`config.mk`:
```
export PLATFORM = sky130hd
export DESIGN_NAME = csl_startup_loader
export DESIGN_NICKNAME = d
export VERILOG_FILES = /design/src/csl_pkg.sv /design/src/csl_page_reader.sv /design/src/csl_startup_loader.sv
export SDC_FILE = /design/constraint.sdc
export NUM_CORES = 1
export LEC_CHECK = 0
export BUFFER_PORTS_ARGS = -buffer_cell sky130_fd_sc_hd__buf_2
export CAP_MARGIN = 25
export CELL_PAD_IN_SITES_DETAIL_PLACEMENT = 0
export CELL_PAD_IN_SITES_GLOBAL_PLACEMENT = 1
export CORE_MARGIN = 2
export CORE_UTILIZATION = 44
export CTS_BUF_LIST = sky130_fd_sc_hd__clkbuf_4 sky130_fd_sc_hd__clkbuf_8 sky130_fd_sc_hd__clkbuf_16
export DETAILED_ROUTE_END_ITERATION = 16
export HOLD_SLACK_MARGIN = 0.05
export PLACE_DENSITY_LB_ADDON = 0.1
export SYNTH_ARGS = -nofsm -noshare
export SYNTH_HDL_FRONTEND = slang
export SYNTH_SLANG_ARGS = --single-unit
export TNS_END_PERCENT = 50
```
`constraint.sdc`:
```
create_clock -name i_clk -period 5.7 [get_ports i_clk]
set_input_delay 0.285 -clock i_clk [delete_from_list [all_inputs] [get_ports i_clk]]
set_output_delay 0.285 -clock i_clk [all_outputs]
set_load 0.005 [all_outputs]
```
`src/csl_pkg.sv`:
```
`default_nettype none
package csl_pkg;
  localparam int unsigned WORD_W = 16;
  localparam int unsigned PAGE_WORDS = 16;
  localparam int unsigned IDX_W = 4;
  localparam int unsigned N_PINS = 5;
  localparam int unsigned N_CH = 4;
  // APB register byte offsets.
  localparam logic [7:0] OFF_CTRL = 8'h00;
  localparam logic [7:0] OFF_STATUS = 8'h04;
  localparam logic [7:0] OFF_GCFG = 8'h08;
  localparam logic [7:0] OFF_PINDIR = 8'h0C;
  localparam logic [7:0] OFF_PINFN = 8'h10;
  localparam logic [7:0] OFF_DIV = 8'h14;
  localparam logic [7:0] OFF_PRESC = 8'h18;
  // Layout of general_config_word_a (word 0 of a page).
  localparam int unsigned GCFG_MODE_BIT = 0;
  localparam int unsigned GCFG_HOLD_EN_BIT = 1;
  localparam int unsigned GCFG_DIR_LSB = 2;
  localparam int unsigned GCFG_FN_LSB = 7;
  // Page word indices.
  localparam logic [3:0] W_GCFG = 4'h0;
  localparam logic [3:0] W_DIV_LSB = 4'h1;
  localparam logic [3:0] W_PRESC = 4'h5;
  localparam logic [WORD_W-1:0] GCFG_RESET = 16'h0002;
  localparam int unsigned DIV_W = 14;
  localparam int unsigned PRESC_W = 2;
  localparam int unsigned CTRL_RELOAD_BIT = 0;
  localparam int unsigned CTRL_MUTE_FORCE_BIT = 1;
  localparam logic [3:0] SYNC_CYCLES = 4'h4;
  typedef enum logic [2:0] {
    CSL_IDLE = 3'b000,
    CSL_LOAD = 3'b001,
    CSL_CAL = 3'b010,
    CSL_LOCK = 3'b011,
    CSL_SYNC = 3'b100,
    CSL_RUN = 3'b101
  } csl_state_t;
endpackage
`default_nettype wire

```
`src/csl_page_reader.sv`:
```
`default_nettype none
// Walks the stored page word by word; the store answers one cycle after an index.
module csl_page_reader #(
  parameter int unsigned WORDS = csl_pkg::PAGE_WORDS
) (
  input wire logic i_clk,
  input wire logic i_sys_rst,
  input wire logic i_start,
  output logic [csl_pkg::IDX_W-1:0] o_idx,
  output logic o_word_valid,
  output logic [csl_pkg::IDX_W-1:0] o_word_idx,
  output logic o_done
);
  logic busy, next_busy;
  logic [csl_pkg::IDX_W-1:0] idx, next_idx;
  logic vld, next_vld;
  logic [csl_pkg::IDX_W-1:0] widx, next_widx;
  logic last, next_last;
  logic done, next_done;

  always_comb begin
    next_busy = busy;
    next_idx = idx;
    next_vld = busy;
    next_widx = idx;
    next_last = busy && (idx == csl_pkg::IDX_W'(WORDS - 1));
    next_done = last;
    if (i_start && !busy) begin
      next_busy = 1'b1;
      next_idx = '0;
    end else if (busy) begin
      if (idx == csl_pkg::IDX_W'(WORDS - 1)) begin
        next_busy = 1'b0;
      end else begin
        next_idx = idx + 1'b1;
      end
    end
  end

  always_ff @(posedge i_clk or posedge i_sys_rst) begin
    if (i_sys_rst) begin
      busy <= 1'b0;
      idx <= '0;
      vld <= 1'b0;
      widx <= '0;
      last <= 1'b0;
      done <= 1'b0;
    end else begin
      busy <= next_busy;
      idx <= next_idx;
      vld <= next_vld;
      widx <= next_widx;
      last <= next_last;
      done <= next_done;
    end
  end

  assign o_idx = idx;
  assign o_word_valid = vld;
  assign o_word_idx = widx;
  assign o_done = done;
endmodule
`default_nettype wire

```
`src/csl_startup_loader.sv`:
```
// Decided for this implementation: the APB interface to the registers and the placing of the registers.
`default_nettype none
// What this block does
// - After power-on release, copy stored words into registers, then apply them.
// - Page-select pin low loads page 0, high loads page 1.
// - Keep differential outputs muted during VCO calibration and PLL lock.
// - After lock, synchronize all output dividers first, then release them.
// - Hold pin low keeps sequence start and serial interface in reset.
// - With hold pin reassigned, start only from the power-on release or a control-register reload.
// - Pin functions and directions come from the loaded page registers.
// - A stored field selects pin mode or serial-interface mode.
module csl_startup_loader #(
  parameter int unsigned N_PINS = csl_pkg::N_PINS,
  parameter int unsigned N_CH = csl_pkg::N_CH
) (
  input wire logic i_clk,
  input wire logic i_sys_rst,
  input wire logic i_por_release,
  input wire logic i_config_page_select_pin,
  input wire logic i_chip_hold_low_pin_n,
  output logic [csl_pkg::IDX_W-1:0] o_store_idx,
  output logic o_store_page,
  input wire logic [csl_pkg::WORD_W-1:0] i_store_data,
  output logic o_cal_start,
  input wire logic i_cal_done,
  input wire logic i_pll_locked,
  output logic o_outputs_muted,
  output logic o_div_sync,
  output logic o_div_release,
  output logic o_serial_rst,
  output logic o_serial_mode,
  output logic [N_PINS-1:0] o_pin_dir,
  output logic [N_PINS-1:0] o_pin_fn,
  output logic [N_CH*csl_pkg::DIV_W-1:0] o_channel_output_divider,
  output logic [csl_pkg::PRESC_W-1:0] o_vco_prescaler,
  input wire logic i_psel,
  input wire logic i_penable,
  input wire logic i_pwrite,
  input wire logic [7:0] i_paddr,
  input wire logic [31:0] i_pwdata,
  output logic [31:0] o_prdata,
  output logic o_pready,
  output logic o_pslverr
);
  // ----------------------------------------------------------------
  // Sequencer
  // ----------------------------------------------------------------
  csl_pkg::csl_state_t state, next_state;
  logic page, next_page;
  logic loaded, next_loaded;
  logic [3:0] sync_cnt, next_sync_cnt;
  logic rd_start, rd_vld, rd_done;
  logic [csl_pkg::IDX_W-1:0] rd_widx;
  logic [csl_pkg::WORD_W-1:0] gcfg, next_gcfg;
  logic [N_CH*csl_pkg::DIV_W-1:0] divs, next_divs;
  logic [csl_pkg::PRESC_W-1:0] presc, next_presc;
  logic reload_req, mute_force;
  logic hold_en, held;

  // The hold pin only counts while the loaded word still assigns it that function.
  assign hold_en = gcfg[csl_pkg::GCFG_HOLD_EN_BIT];
  assign held = hold_en && !i_chip_hold_low_pin_n;

  always_comb begin
    next_state = state;
    next_page = page;
    next_loaded = loaded;
    next_sync_cnt = sync_cnt;
    rd_start = 1'b0;
    case (state)
      csl_pkg::CSL_IDLE: begin
        if ((i_por_release || reload_req) && !held) begin
          next_page = i_config_page_select_pin;
          next_loaded = 1'b0;
          rd_start = 1'b1;
          next_state = csl_pkg::CSL_LOAD;
        end
      end
      csl_pkg::CSL_LOAD: begin
        if (rd_done) begin
          next_loaded = 1'b1;
          next_state = csl_pkg::CSL_CAL;
        end
      end
      csl_pkg::CSL_CAL: begin
        // Done may still be high from the last run until the start pulse is seen.
        if (i_cal_done && !o_cal_start) begin
          next_state = csl_pkg::CSL_LOCK;
        end
      end
      csl_pkg::CSL_LOCK: begin
        if (i_pll_locked) begin
          next_sync_cnt = '0;
          next_state = csl_pkg::CSL_SYNC;
        end
      end
      csl_pkg::CSL_SYNC: begin
        next_sync_cnt = sync_cnt + 1'b1;
        if (sync_cnt == csl_pkg::SYNC_CYCLES - 1'b1) begin
          next_state = csl_pkg::CSL_RUN;
        end
      end
      csl_pkg::CSL_RUN: begin
        // The reload pulse lasts one cycle, so the load starts here; a detour through
        // idle would drop it and leave the outputs muted for good.
        if (reload_req && !held) begin
          next_page = i_config_page_select_pin;
          next_loaded = 1'b0;
          rd_start = 1'b1;
          next_state = csl_pkg::CSL_LOAD;
        end
      end
      default: next_state = csl_pkg::CSL_IDLE;
    endcase
    // While gcfg assigns the hold function, a low hold pin sends the sequencer back to idle and keeps it there.
    if (held) begin
      next_state = csl_pkg::CSL_IDLE;
    end
  end

  always_ff @(posedge i_clk or posedge i_sys_rst) begin
    if (i_sys_rst) begin
      state <= csl_pkg::CSL_IDLE;
      page <= 1'b0;
      loaded <= 1'b0;
      sync_cnt <= '0;
    end else begin
      state <= next_state;
      page <= next_page;
      loaded <= next_loaded;
      sync_cnt <= next_sync_cnt;
    end
  end

  csl_page_reader #(
    .WORDS(csl_pkg::PAGE_WORDS)
  ) u_reader (
    .i_clk(i_clk),
    .i_sys_rst(i_sys_rst),
    .i_start(rd_start),
    .o_idx(o_store_idx),
    .o_word_valid(rd_vld),
    .o_word_idx(rd_widx),
    .o_done(rd_done)
  );
  assign o_store_page = page;

  // ----------------------------------------------------------------
  // Configuration registers
  // ----------------------------------------------------------------
  logic apb_wr, apb_rd;
  logic wr_ok;
  assign apb_wr = i_psel && i_penable && i_pwrite;
  assign apb_rd = i_psel && i_penable && !i_pwrite;
  assign wr_ok = apb_wr && loaded && state != csl_pkg::CSL_LOAD;

  always_comb begin
    next_gcfg = gcfg;
    next_divs = divs;
    next_presc = presc;
    if (rd_vld) begin
      if (rd_widx == csl_pkg::W_GCFG) begin
        next_gcfg = i_store_data;
      end
      if (rd_widx == csl_pkg::W_PRESC) begin
        next_presc = i_store_data[csl_pkg::PRESC_W-1:0];
      end
    end
    for (int c = 0; c < N_CH; c++) begin
      if (rd_vld && rd_widx == csl_pkg::IDX_W'(csl_pkg::W_DIV_LSB + c)) begin
        next_divs[c*csl_pkg::DIV_W +: csl_pkg::DIV_W] = i_store_data[csl_pkg::DIV_W-1:0];
      end
      if (wr_ok && i_paddr == 8'(csl_pkg::OFF_DIV + 4 * c)) begin
        next_divs[c*csl_pkg::DIV_W +: csl_pkg::DIV_W] = i_pwdata[csl_pkg::DIV_W-1:0];
      end
    end
    if (wr_ok && i_paddr == csl_pkg::OFF_GCFG) begin
      next_gcfg = i_pwdata[csl_pkg::WORD_W-1:0];
    end
    if (wr_ok && i_paddr == csl_pkg::OFF_PRESC) begin
      next_presc = i_pwdata[csl_pkg::PRESC_W-1:0];
    end
  end

  logic next_reload, next_mute_force;
  always_comb begin
    next_reload = 1'b0;
    next_mute_force = mute_force;
    if (wr_ok && i_paddr == csl_pkg::OFF_CTRL) begin
      next_reload = i_pwdata[csl_pkg::CTRL_RELOAD_BIT];
      next_mute_force = i_pwdata[csl_pkg::CTRL_MUTE_FORCE_BIT];
    end
  end

  always_ff @(posedge i_clk or posedge i_sys_rst) begin
    if (i_sys_rst) begin
      gcfg <= csl_pkg::GCFG_RESET;
      divs <= '0;
      presc <= '0;
      reload_req <= 1'b0;
      mute_force <= 1'b0;
    end else begin
      gcfg <= next_gcfg;
      divs <= next_divs;
      presc <= next_presc;
      reload_req <= next_reload;
      mute_force <= next_mute_force;
    end
  end

  // ----------------------------------------------------------------
  // Outputs
  // ----------------------------------------------------------------
  logic [31:0] next_prdata;
  logic next_muted, next_sync, next_release, next_srst, next_cal;

  always_comb begin
    next_muted = (state != csl_pkg::CSL_RUN) || mute_force;
    next_sync = (state == csl_pkg::CSL_SYNC);
    next_release = (state == csl_pkg::CSL_RUN);
    next_srst = held;
    next_cal = (state == csl_pkg::CSL_LOAD) && rd_done;
    next_prdata = '0;
    if (apb_rd) begin
      case (i_paddr)
        csl_pkg::OFF_CTRL: next_prdata = 32'({mute_force, 1'b0});
        csl_pkg::OFF_STATUS: next_prdata = 32'({i_pll_locked, page, loaded, state});
        csl_pkg::OFF_GCFG: next_prdata = 32'(gcfg);
        csl_pkg::OFF_PINDIR: next_prdata = 32'(o_pin_dir);
        csl_pkg::OFF_PINFN: next_prdata = 32'(o_pin_fn);
        csl_pkg::OFF_PRESC: next_prdata = 32'(presc);
        default: begin
          for (int c = 0; c < N_CH; c++) begin
            if (i_paddr == 8'(csl_pkg::OFF_DIV + 4 * c)) begin
              next_prdata = 32'(divs[c*csl_pkg::DIV_W +: csl_pkg::DIV_W]);
            end
          end
        end
      endcase
    end
  end

  always_ff @(posedge i_clk or posedge i_sys_rst) begin
    if (i_sys_rst) begin
      o_outputs_muted <= 1'b1;
      o_div_sync <= 1'b0;
      o_div_release <= 1'b0;
      o_serial_rst <= 1'b1;
      o_cal_start <= 1'b0;
      o_prdata <= '0;
    end else begin
      o_outputs_muted <= next_muted;
      o_div_sync <= next_sync;
      o_div_release <= next_release;
      o_serial_rst <= next_srst;
      o_cal_start <= next_cal;
      o_prdata <= next_prdata;
    end
  end

  assign o_serial_mode = gcfg[csl_pkg::GCFG_MODE_BIT];
  assign o_pin_dir = gcfg[csl_pkg::GCFG_DIR_LSB +: N_PINS];
  assign o_pin_fn = gcfg[csl_pkg::GCFG_FN_LSB +: N_PINS];
  assign o_channel_output_divider = divs;
  assign o_vco_prescaler = presc;
  assign o_pready = 1'b1;
  assign o_pslverr = 1'b0;
endmodule
`default_nettype wire

```
==> results of run 1 <==
==> metal layers <==
metal / track usage, % / vias up
li1: - / 2196
met1: 32.2 / 2371
met2: 38.5 / 138
met3: 6.04 / 18
met4: 6.68 / 2
met5: 0 / -
==> logic make-up (layout without fill, tap and decap cells) <==
kind of cell | count (synthesis) | in the layout | synth area share (%)
AOI/OAI and AO/OA | 88 | 88 | 8.84
xor gates and xnor gates | 2 | 2 | 0.281
adders and majority gates | 2 | 2 | 0.401
buffers and inverters | 69 | 191 | 6.64
DFF | 118 | 118 | 47.4
muxes | 139 | 139 | 24.9
other | 2 | 18 | 0.120
and+or+nand+nor | 129 | 129 | 11.4
==> cell type report <==
cell class	instances	area [µm²]	area share [%]
Sequential cell	118	2960	39.2
Multi-Input combinational cell	378	2950	39.1
Timing Repair Buffer	151	796	10.6
Clock buffer	24	515	6.84
Tap cell	180	225	2.99
Clock inverter	8	70.1	0.929
Inverter	8	32.5	0.431
==> path summary, 6_finish.rpt <==
kind,start,end,slack (ns)
min in group asynchronous,i_sys_rst,u_reader.o_idx[3],0.49
worst max register to register,state[1],o_channel_output_divider[27],3.11
worst max-delay path,i_paddr[1],o_channel_output_divider[9],2.95
worst min register to register,u_reader.last,u_reader.o_done,0.35
worst min-delay path,i_pwdata[14],gcfg[14],0.07
max in group asynchronous,i_sys_rst,o_channel_output_divider[25],4.26
==> state kept, by name (all words and copies together), names as in the netlist, 2 cells and up <==
register / count
o_vco_prescaler: 2
gcfg: 16
sync_cnt: 4
o_prdata: 16
u_reader.o_idx: 4
u_reader.o_word_idx: 4
o_channel_output_divider: 56
state: 3
==> cell usage in the layout (no fill, tap or decap), types with 6 or more instances in the layout <==
| cell | count |
|---|---|
| sky130_fd_sc_hd__a21oi_1 | 11 |
| sky130_fd_sc_hd__dfrtp_1 | 115 |
| sky130_fd_sc_hd__inv_1 | 7 |
| sky130_fd_sc_hd__mux2i_1 | 45 |
| sky130_fd_sc_hd__nor2_1 | 15 |
| sky130_fd_sc_hd__nand2_1 | 54 |
| sky130_fd_sc_hd__conb_1 | 18 |
| sky130_fd_sc_hd__buf_2 | 144 |
| sky130_fd_sc_hd__clkbuf_8 | 6 |
| sky130_fd_sc_hd__clkbuf_16 | 17 |
| sky130_fd_sc_hd__o21ai_0 | 37 |
| sky130_fd_sc_hd__a22oi_1 | 12 |
| sky130_fd_sc_hd__mux2_2 | 84 |
| sky130_fd_sc_hd__nand3_1 | 17 |
| sky130_fd_sc_hd__a311oi_1 | 6 |
| sky130_fd_sc_hd__mux2_4 | 9 |
==> stage by stage <==
stage          power, µW  utilization, %  hold slack [ns]  std cells  worst slack (ns)
3_5_place_dp        2640            49.8            0.339        833              2.55
4_1_cts             3700            54.1           0.0621        866              2.98
5_1_grt             3900            54.3           0.0943        867              2.89
6_report            3670            54.3           0.0720        867              2.95
2_1_floorplan       2170               -            0.331        565              2.29
3_3_place_gp        2590            49.8            0.338        833              2.56
==> where the power goes <==
group          internal [µW]  total [µW]  switching, µW
logic                    664        1170            504
registers               1160        1460            294
clock network            669        1050            376
total                   2490        3670           1170
==> critical path, stage by stage <==
cell                      delay, ns
sky130_fd_sc_hd__buf_2         0.10
sky130_fd_sc_hd__or4_4         0.65
sky130_fd_sc_hd__nor3_4        0.66
sky130_fd_sc_hd__and3b_1       0.91
sky130_fd_sc_hd__mux2_2        0.42
==> summary.md, run 1 <==
| Metric | Value |
|---|---|
| Classification of the worst-slack hold path | `input port to flop` |
| Top cells by instance count after synthesis | `115 x sky130_fd_sc_hd__dfrtp_1, 84 x sky130_fd_sc_hd__mux2_2, 54 x sky130_fd_sc_hd__nand2_1` |
| Nature of the critical path endpoint | `flop` |
| Result of the run | `finished clean` |
| Number of hold buffers added after cts | `1` |
| CTS H-tree lvls | `4` |
| Final-report hold violation count | `0` |
| Nets | `742` |
| Worst Max-Slew Pin Slew | `1.05 ns` |
| Overflow after GRT | `0` |
| Number of buffers on the longest clock path | `2` |
| Number of maximum-capacitance violations | `0` |
| Post-synthesis register bit count | `118` |
| Area growth from synthesis to final layout | `20.9%` |
| Crit Path Max Fanout | `14` |
| Number of max-slew violations in the final report | `0` |
| Via count of the first global-routing pass | `4585` |
| Synthesis warning total | `0` |
| CTS tree | `yes` |
| Total CTS buffers | `17` |
| Core Footprint | `13900 µm²` |
| Number of nets with antenna violations after detailed routing | `0` |
| Share of the synthesized area in the top cell type | `46.1%` |
| Max rail drop VDD | `0.301 mV` |
| Post-CTS Resized | `0` |
| Most used standard cell by instance count after synthesis | `sky130_fd_sc_hd__dfrtp_1` |
| Worst-case headroom to the max-slew limit | `30.0%` |
| Detailed placer's ending HPWL | `11.7 mm` |
| Share of the yosys chip area belonging to registers | `47.4%` |
| Fraction of layout instances using a drive strength above 1 | `42.8%` |
| Width of the chip | `123 µm` |
| Final min period | `2.75 ns` |
| Fmax achieved | `364 MHz` |
| Post-route cell area | `7540 µm²` |
| Std cell rows | `43` |
| Sinks on the clock net | `118` |
| Count of TritonRoute iterations in the first routing pass | `5` |
| DRC | `0` |
| Depth of the worst register-to-register path | `4` |
| Buffers inserted by post-CTS timing repair | `0` |
| Req. time, crit path | `6.00 ns` |
| Instance area at placement | `6920 µm²` |
| Proportion of register bits with asynchronous set or reset after synthesis | `100%` |
| Die Ht | `123 µm` |
| Top area cells in the synthesized netlist | `sky130_fd_sc_hd__dfrtp_1 46%, sky130_fd_sc_hd__mux2_2 15%, sky130_fd_sc_hd__mux2i_1 7.2%` |
| Largest net degree at the start of global routing | `73` |
| Crit start category | `input port` |
| Total die area | `15100 µm²` |
| Root cell of the clock tree | `sky130_fd_sc_hd__clkbuf_16` |
| Drt via density | `5.45` |
| Antenna Diode Count | `0` |
| Startpoint-to-endpoint class of the critical path | `input port to flop` |
| Accumulated negative setup slack | `0 ns` |
| Clk Latency, worst-skew pair | `0.42 ns` |
| First-pass GRT wire length | `26.5 mm` |
| Clk_skew | `0.00656 ns` |
| Setup repair after global routing missed its margin | `no` |
| Gr usage total | `23.9%` |
| Detailed-route wire length per cell | `20.1 µm` |
| Avg Inst Size Synth | `11.4 µm²` |
| DR top layer | `met5` |
| Fill cells | `1271` |
| First-iteration detailed-routing DRC count | `415` |
| Total wire length after detailed routing | `17.4 mm` |
| Total number of vias | `4725` |
| Cell area after technology mapping | `6240 µm²` |
| Worst hold stages | `3` |
| Static leakage | `0.00350 µW` |
| Gpl congestion | `0.794` |
| Met3 layer wire length in the routed design | `973 µm` |
| Area leader, netlist | `sky130_fd_sc_hd__dfrtp_1` |
| Setup-failing EPs final | `0` |
| # port buffers | `144` |
| Predominant post-synthesis flop cell | `sky130_fd_sc_hd__dfrtp_1` |
| Sum of met2 wire segment lengths after detailed routing | `8.42 mm` |
| Syn Inst Count | `549` |
| Power per Cell Area | `486 nW/µm²` |
| IO Count | `179` |
| Share of the clock period used by the worst path after layout | `48.2%` |
| Reg clk slew, reported paths | `0.05 ns` |
| Met1 Wirelength | `7.82 mm` |
| Post-synth EDFFs | `0` |
| Post-synth cell types | `61` |
| Number of antenna violations at the first check in global routing | `1` |
| CP arrival | `3.05 ns` |
| Effective utilization at floorplan | `45.0%` |
(Power assumes the default switching activity.)
==> run 2, diff against run 1 <==
- ABC_AREA: default -> 1
- CORE_UTILIZATION: 44 -> 38
- clock period: 5.7 -> 2.64 ns (I/O delays scaled with it)
==> run 2 against run 1 <==
Against the previous run:
- global-route usage grew 0.088 points
- clock-buffer cell count grew 1
- power grew 110%
- setup slack lost 2.6 ns
- combinational power grew 110%
- largest cell class unchanged
- largest power group unchanged
- highest routed layer is now met4
==> summary.md, run 2 <==
| Metric | Value |
|---|---|
| Sequential Power Share | `40.9%` |
| Die Ht | `134 µm` |
| Sw frac | `36.1%` |
| Final min period | `2.30 ns` |
| Width of the chip | `134 µm` |
| Top cells by instance count after synthesis | `248 x sky130_fd_sc_hd__nand2_1, 115 x sky130_fd_sc_hd__dfrtp_1, 97 x sky130_fd_sc_hd__nand3_1` |
| Post-synth EDFFs | `0` |
| Clock network fraction of total power | `27.0%` |
| Proportion of register bits with asynchronous set or reset after synthesis | `100%` |
| Reg clk slew, reported paths | `0.05 ns` |
| Largest net degree at the start of global routing | `44` |
| Number of antenna violations at the first check in global routing | `0` |
| # port buffers | `144` |
| Sw Pwr | `2800 µW` |
| Crit Path Max Fanout | `15` |
| Share of the yosys chip area belonging to registers | `46.0%` |
| DRC | `0` |
| Gr usage total | `24.0%` |
| Accumulated negative setup slack | `0 ns` |
| First-pass GRT wire length | `32.8 mm` |
| Share of the synthesized area in the top cell type | `44.8%` |
| Total number of vias | `6094` |
| Max rail drop VDD | `0.485 mV` |
| Setup repair after global routing missed its margin | `no` |
| Cell internal pwr | `4940 µW` |
| Worst-case headroom to the max-slew limit | `43.1%` |
| Clk_skew | `0.00805 ns` |
| Static leakage | `0.00418 µW` |
| Fmax achieved | `434 MHz` |
| Post-synthesis register bit count | `118` |
| Post-synth cell types | `34` |
| Nets | `1097` |
| Effective utilization at floorplan | `38.9%` |
| Most used standard cell by instance count after synthesis | `sky130_fd_sc_hd__nand2_1` |
| Count of TritonRoute iterations in the first routing pass | `6` |
| Top area cells in the synthesized netlist | `sky130_fd_sc_hd__dfrtp_1 45%, sky130_fd_sc_hd__nand2_1 14%, sky130_fd_sc_hd__nand3_1 7.6%` |
| Share of the clock period used by the worst path after layout | `87.3%` |
| IO Count | `179` |
| Area growth from synthesis to final layout | `27.2%` |
| Nature of the critical path endpoint | `flop` |
| Startpoint-to-endpoint class of the critical path | `flop to flop` |
| Number of max-slew violations in the final report | `0` |
| Total power | `7740 µW` |
| Root cell of the clock tree | `sky130_fd_sc_hd__clkbuf_16` |
| Syn Inst Count | `849` |
| Predominant post-synthesis flop cell | `sky130_fd_sc_hd__dfrtp_1` |
| Gpl congestion | `0.880` |
| Clk Latency, worst-skew pair | `0.42 ns` |
| Comb pwr share | `32.1%` |
| CTS H-tree lvls | `4` |
| Number of buffers on the longest clock path | `2` |
| Total die area | `18000 µm²` |
| Detailed placer's ending HPWL | `15.8 mm` |
| Drt via density | `4.84` |
| Critical-path cell with the highest stage delay | `sky130_fd_sc_hd__dlygate4sd3_1` |
| Setup-failing EPs final | `0` |
| Total wire length after detailed routing | `20.9 mm` |
| Core Footprint | `16500 µm²` |
| Sinks on the clock net | `118` |
| First-iteration detailed-routing DRC count | `511` |
| Worst Max-Slew Pin Slew | `0.852 ns` |
| Total CTS buffers | `17` |
| Final-report hold violation count | `0` |
| Power per Cell Area | `948 nW/µm²` |
| Detailed-route wire length per cell | `16.6 µm` |
| Number of nets with antenna violations after detailed routing | `0` |
| Cell area after technology mapping | `6420 µm²` |
| Req. time, crit path | `2.94 ns` |
| CTS tree | `yes` |
| Result of the run | `finished clean` |
| CP arrival | `2.61 ns` |
| Crit start category | `flop` |
| Overflow after GRT | `0` |
| Std cell rows | `47` |
| Maximum single-stage delay on the critical path | `0.55 ns` |
| Classification of the worst-slack hold path | `input port to flop` |
| Via count of the first global-routing pass | `5759` |
| Area leader, netlist | `sky130_fd_sc_hd__dfrtp_1` |
| Antenna Diode Count | `0` |
| Most frequent cells in the layout | `248 x sky130_fd_sc_hd__nand2_1, 144 x sky130_fd_sc_hd__buf_2, 115 x sky130_fd_sc_hd__dfrtp_1` |
| Flip-flop count of the largest register, all copies and words added | `56` |
| Synthesis warning total | `0` |
| Leading cell type in the layout, fill and taps excluded | `sky130_fd_sc_hd__nand2_1` |
| Cells along the critical path | `inv_1, nor2_2, nand2_2, nand4_4, nor2_1, nor2_4, nand2_1, nand3_1, dlygate4sd3_1` |
| Utilization after layout | `49.4%` |
| Fraction of layout instances using a drive strength above 1 | `22.1%` |
| Number of maximum-capacitance violations | `0` |
| Avg Inst Size Synth | `7.57 µm²` |
run 2: cell count changes after synthesis, sizes merged, moves of 6 or more:
cell	delta
nand2	+197
mux2	-93
nor2	+82
inv	+81
nand3	+79
mux2i	-45
o211ai	+36
a21oi	+23
a22oi	-12
or2	+8
a311oi	-6
clkbuf	-6
nor2b	-6
run 2: final timing paths:
check,endpoint,startpoint,depth (start not counted),slack [ns]
max in group asynchronous,o_channel_output_divider[8],i_sys_rst,4,1.52
min,o_channel_output_divider[4],i_store_data[4],3,0.07
min in group asynchronous,o_cal_start,i_sys_rst,3,0.43
max reg2reg,gcfg[14],state[0],9,0.34
max,gcfg[14],state[0],9,0.34
min reg2reg,u_reader.o_done,u_reader.last,0,0.36
run 2: power by group through the flow:
stage,Clock (µW),Combinational [µW],Sequential [µW]
floorplan,0,1430,3000
global placement,0,2280,3180
detailed placement,0,2310,3180
CTS,2120,2500,3160
global route,2220,2820,3250
finish,2090,2490,3170
run 2: critical path, delay by kind of cell (launching register included):
family | cells | cell delay (ns)
DFF | 1 | 0.45
and+or+nand+nor | 7 | 1.09
buffers and inverters | 2 | 0.65
run 2: final cells by class:
cell class              count  area [µm²]
clock inverters             5        25.0
flip-flops and latches    118        2960
repair buffers            199        1250
fillers                  1664        8360
multi-input cells         603        2820
inverters                  90         342
clock buffers              25         504
well taps                 220         275
run 2: cell families (layout without fill, tap and decap cells):
logic type / after synthesis / after routing / synth area share [%]
adder cells (fa/ha/maj): 2 / 2 / 0.389
AND/OR/NAND/NOR: 465 / 465 / 31.5
buffers and inverters: 144 / 319 / 11.1
flip-flops: 118 / 118 / 46.0
other: 2 / 18 / 0.117
AO/OA/AOI/OAI: 117 / 117 / 10.7
XOR/XNOR: 1 / 1 / 0.136
run 2: through the flow:
| stage | setup slack (ns) | instances | cell area [µm²] | hold slack (ns) |
|---|---|---|---|---|
| floorplan | 1.07 | 865 | 6490 | 0.205 |
| global placement | 0.596 | 1189 | 7240 | 0.332 |
| detailed placement | 0.584 | 1189 | 7240 | 0.342 |
| CTS | 0.147 | 1255 | 8130 | 0.0567 |
| global route | 0.146 | 1260 | 8170 | 0.0718 |
| finish | 0.335 | 1260 | 8170 | 0.0654 |
run 2: timing repair:
action,CTS,global route
setup buffers,0,5
endpoints found under the hold margin,63,0
hold buffers,36,0
endpoints found under the setup margin,0,10
gates resized for setup,0,1
run 2: per-layer routing:
| layer | track usage (%) | routed length, µm | vias to the layer above |
|---|---|---|---|
| met5 | 0 | 0 | - |
| met4 | 6.67 | 289 | 0 |
| met3 | 5.25 | 1350 | 24 |
| met2 | 34.9 | 8810 | 233 |
| met1 | 36.0 | 10400 | 2785 |
| li1 | - | - | 3052 |
==> run 3, diff against run 2 <==
- ABC_AREA: 1 -> default
- CORE_UTILIZATION: 38 -> 41
==> run 3 against run 2 <==
Against the previous run:
- design area is 3.1% lower
- power is 5.5% higher
- core utilization rose by 3.2 points
- critical path type unchanged
==> summary.md, run 3 (synthesis results as in run 1) <==
| Metric | Value |
|---|---|
| Result of the run | `finished clean` |
| Gr usage total | `23.3%` |
| Total CTS buffers | `17` |
| Post-route cell area | `7910 µm²` |
| Detailed placer's ending HPWL | `12.9 mm` |
| DRC | `0` |
| Power per Cell Area | `1030 nW/µm²` |
| Width of the chip | `127 µm` |
| Area growth from synthesis to final layout | `26.8%` |
| Worst-case headroom to the max-slew limit | `41.1%` |
| Req. time, crit path | `2.93 ns` |
| Flip-flop count of the largest register, all copies and words added | `56` |
| First-pass GRT wire length | `28.5 mm` |
| Setup-failing EPs final | `0` |
| Share of the clock period used by the worst path after layout | `91.0%` |
| Number of antenna violations at the first check in global routing | `0` |
| Comb pwr share | `32.2%` |
| Gpl congestion | `0.823` |
| Fraction of layout instances using a drive strength above 1 | `42.9%` |
| Clk Latency, worst-skew pair | `0.41 ns` |
| Classification of the worst-slack hold path | `input port to flop` |
| Setup repair after global routing missed its margin | `no` |
| Count of TritonRoute iterations in the first routing pass | `4` |
| Leading cell type in the layout, fill and taps excluded | `sky130_fd_sc_hd__buf_2` |
| Number of buffers on the longest clock path | `2` |
| IO Count | `179` |
| Max rail drop VDD | `0.533 mV` |
| Buffers inserted by post-CTS timing repair | `0` |
| Detailed-route wire length per cell | `20.1 µm` |
| CP arrival | `2.69 ns` |
| Root cell of the clock tree | `sky130_fd_sc_hd__clkbuf_16` |
| Number of nets with antenna violations after detailed routing | `0` |
| Std cell rows | `45` |
| # port buffers | `144` |
| Post-Place Cells | `858` |
| Effective utilization at floorplan | `41.5%` |
| RR Endpoint | `o_channel_output_divider[21]` |
| Startpoint of the tightest hold check path | `i_paddr[0]` |
| Largest net degree at the start of global routing | `43` |
| Sequential Power Share | `38.7%` |
| Worst Max-Slew Pin Slew | `0.882 ns` |
| Worst reg2reg path startpoint | `state[0]` |
| Final non-filler cell total | `911` |
| Sinks on the clock net | `118` |
| Fmax achieved | `416 MHz` |
| CTS H-tree lvls | `4` |
| Crit start category | `flop` |
| Die Ht | `127 µm` |
| Worst hold stages | `4` |
| Clk_skew | `0.0108 ns` |
| Accumulated negative setup slack | `0 ns` |
| Final min period | `2.40 ns` |
| Depth of the worst register-to-register path | `4` |
| Sw Pwr | `2600 µW` |
| First-iteration detailed-routing DRC count | `398` |
| Final-report hold violation count | `0` |
| Hold-critical path endpoint | `o_prdata[0]` |
| Drt via density | `5.29` |
| Clock network fraction of total power | `29.0%` |
| Nets | `778` |
| Instance area at placement | `7080 µm²` |
| Worst setup slack for register-to-register paths | `0.24 ns` |
| Nature of the critical path endpoint | `flop` |
| Startpoint-to-endpoint class of the critical path | `flop to flop` |
| Most frequent cells in the layout | `144 x sky130_fd_sc_hd__buf_2, 115 x sky130_fd_sc_hd__dfrtp_1, 84 x sky130_fd_sc_hd__mux2_2` |
| Via count of the first global-routing pass | `4828` |
| Total wire length after detailed routing | `18.3 mm` |
| Number of max-slew violations in the final report | `0` |
| Core Footprint | `15000 µm²` |
| Total die area | `16200 µm²` |
| Crit Path Max Fanout | `16` |
| Overflow after GRT | `0` |
| Sw frac | `31.8%` |
| Antenna Diode Count | `0` |
| CTS tree | `yes` |
| Number of maximum-capacitance violations | `0` |
| Reg clk slew, reported paths | `0.05 ns` |
| Static leakage | `0.00368 µW` |
| Cell internal pwr | `5580 µW` |
| Total number of vias | `4817` |
-- run 3: worst max path at each step --
stage,startpoint,to,slack [ns],depth (start not counted)
after floorplan,u_reader.o_word_idx[2],o_channel_output_divider[15],0.66,6
after global placement,i_paddr[1],o_channel_output_divider[25],0.22,5
after detailed placement,i_paddr[1],o_channel_output_divider[26],0.17,5
after CTS,state[0],o_channel_output_divider[26],0.22,4
after global routing,loaded,o_channel_output_divider[26],0.07,4
final,state[0],o_channel_output_divider[21],0.24,4
-- run 3: power groups by stage --
stage | clock network [µW] | logic (µW) | registers, µW
detailed placement | 0 | 2610 | 3180
global route | 2510 | 2910 | 3260
finish | 2370 | 2630 | 3170
global placement | 0 | 2540 | 3150
CTS | 2420 | 2660 | 3170
floorplan | 0 | 1690 | 3000
-- run 3: what timing repair did --
item	CTS	global route
hold buffers	21	0
hold endpoints to repair	103	0
gates resized for setup	0	0
-- run 3: through the flow --
step | hold slack [ns] | power, µW | setup slack [ns] | utilization, %
after floorplan | 0.239 | 4700 | 0.660 | -
after global placement | 0.334 | 5690 | 0.218 | 47.1
after CTS | 0.0534 | 8250 | 0.223 | 52.6
after detailed placement | 0.340 | 5790 | 0.169 | 47.1
final | 0.0718 | 8170 | 0.237 | 52.6
after global routing | 0.0768 | 8680 | 0.0653 | 52.6
-- run 3: area by class of cell --
class | instances | area, µm²
Fill cell | 1361 | 7120
Multi-Input combinational cell | 378 | 2950
Tap cell | 188 | 235
Sequential cell | 118 | 2960
Clock inverter | 7 | 90.1
Clock buffer | 25 | 529
Timing Repair Buffer | 187 | 1120
Inverter | 8 | 33.8
-- run 3: metal layers --
| metal | GRT usage (%) | vias up | wire [µm] |
|---|---|---|---|
| met5 | 0 | - | 0 |
| met4 | 6.40 | 0 | 202 |
| met3 | 6.20 | 13 | 970 |
| met2 | 36.1 | 144 | 8660 |
| met1 | 32.5 | 2404 | 8510 |
| li1 | - | 2256 | - |
-- run 3: worst max-delay path: stages (launching register included) --
cell	delay [ns]
sky130_fd_sc_hd__dfrtp_1	0.49
sky130_fd_sc_hd__nor3b_2	0.25
sky130_fd_sc_hd__nor2_1	0.34
sky130_fd_sc_hd__nand4_2	0.67
sky130_fd_sc_hd__mux2_2	0.52
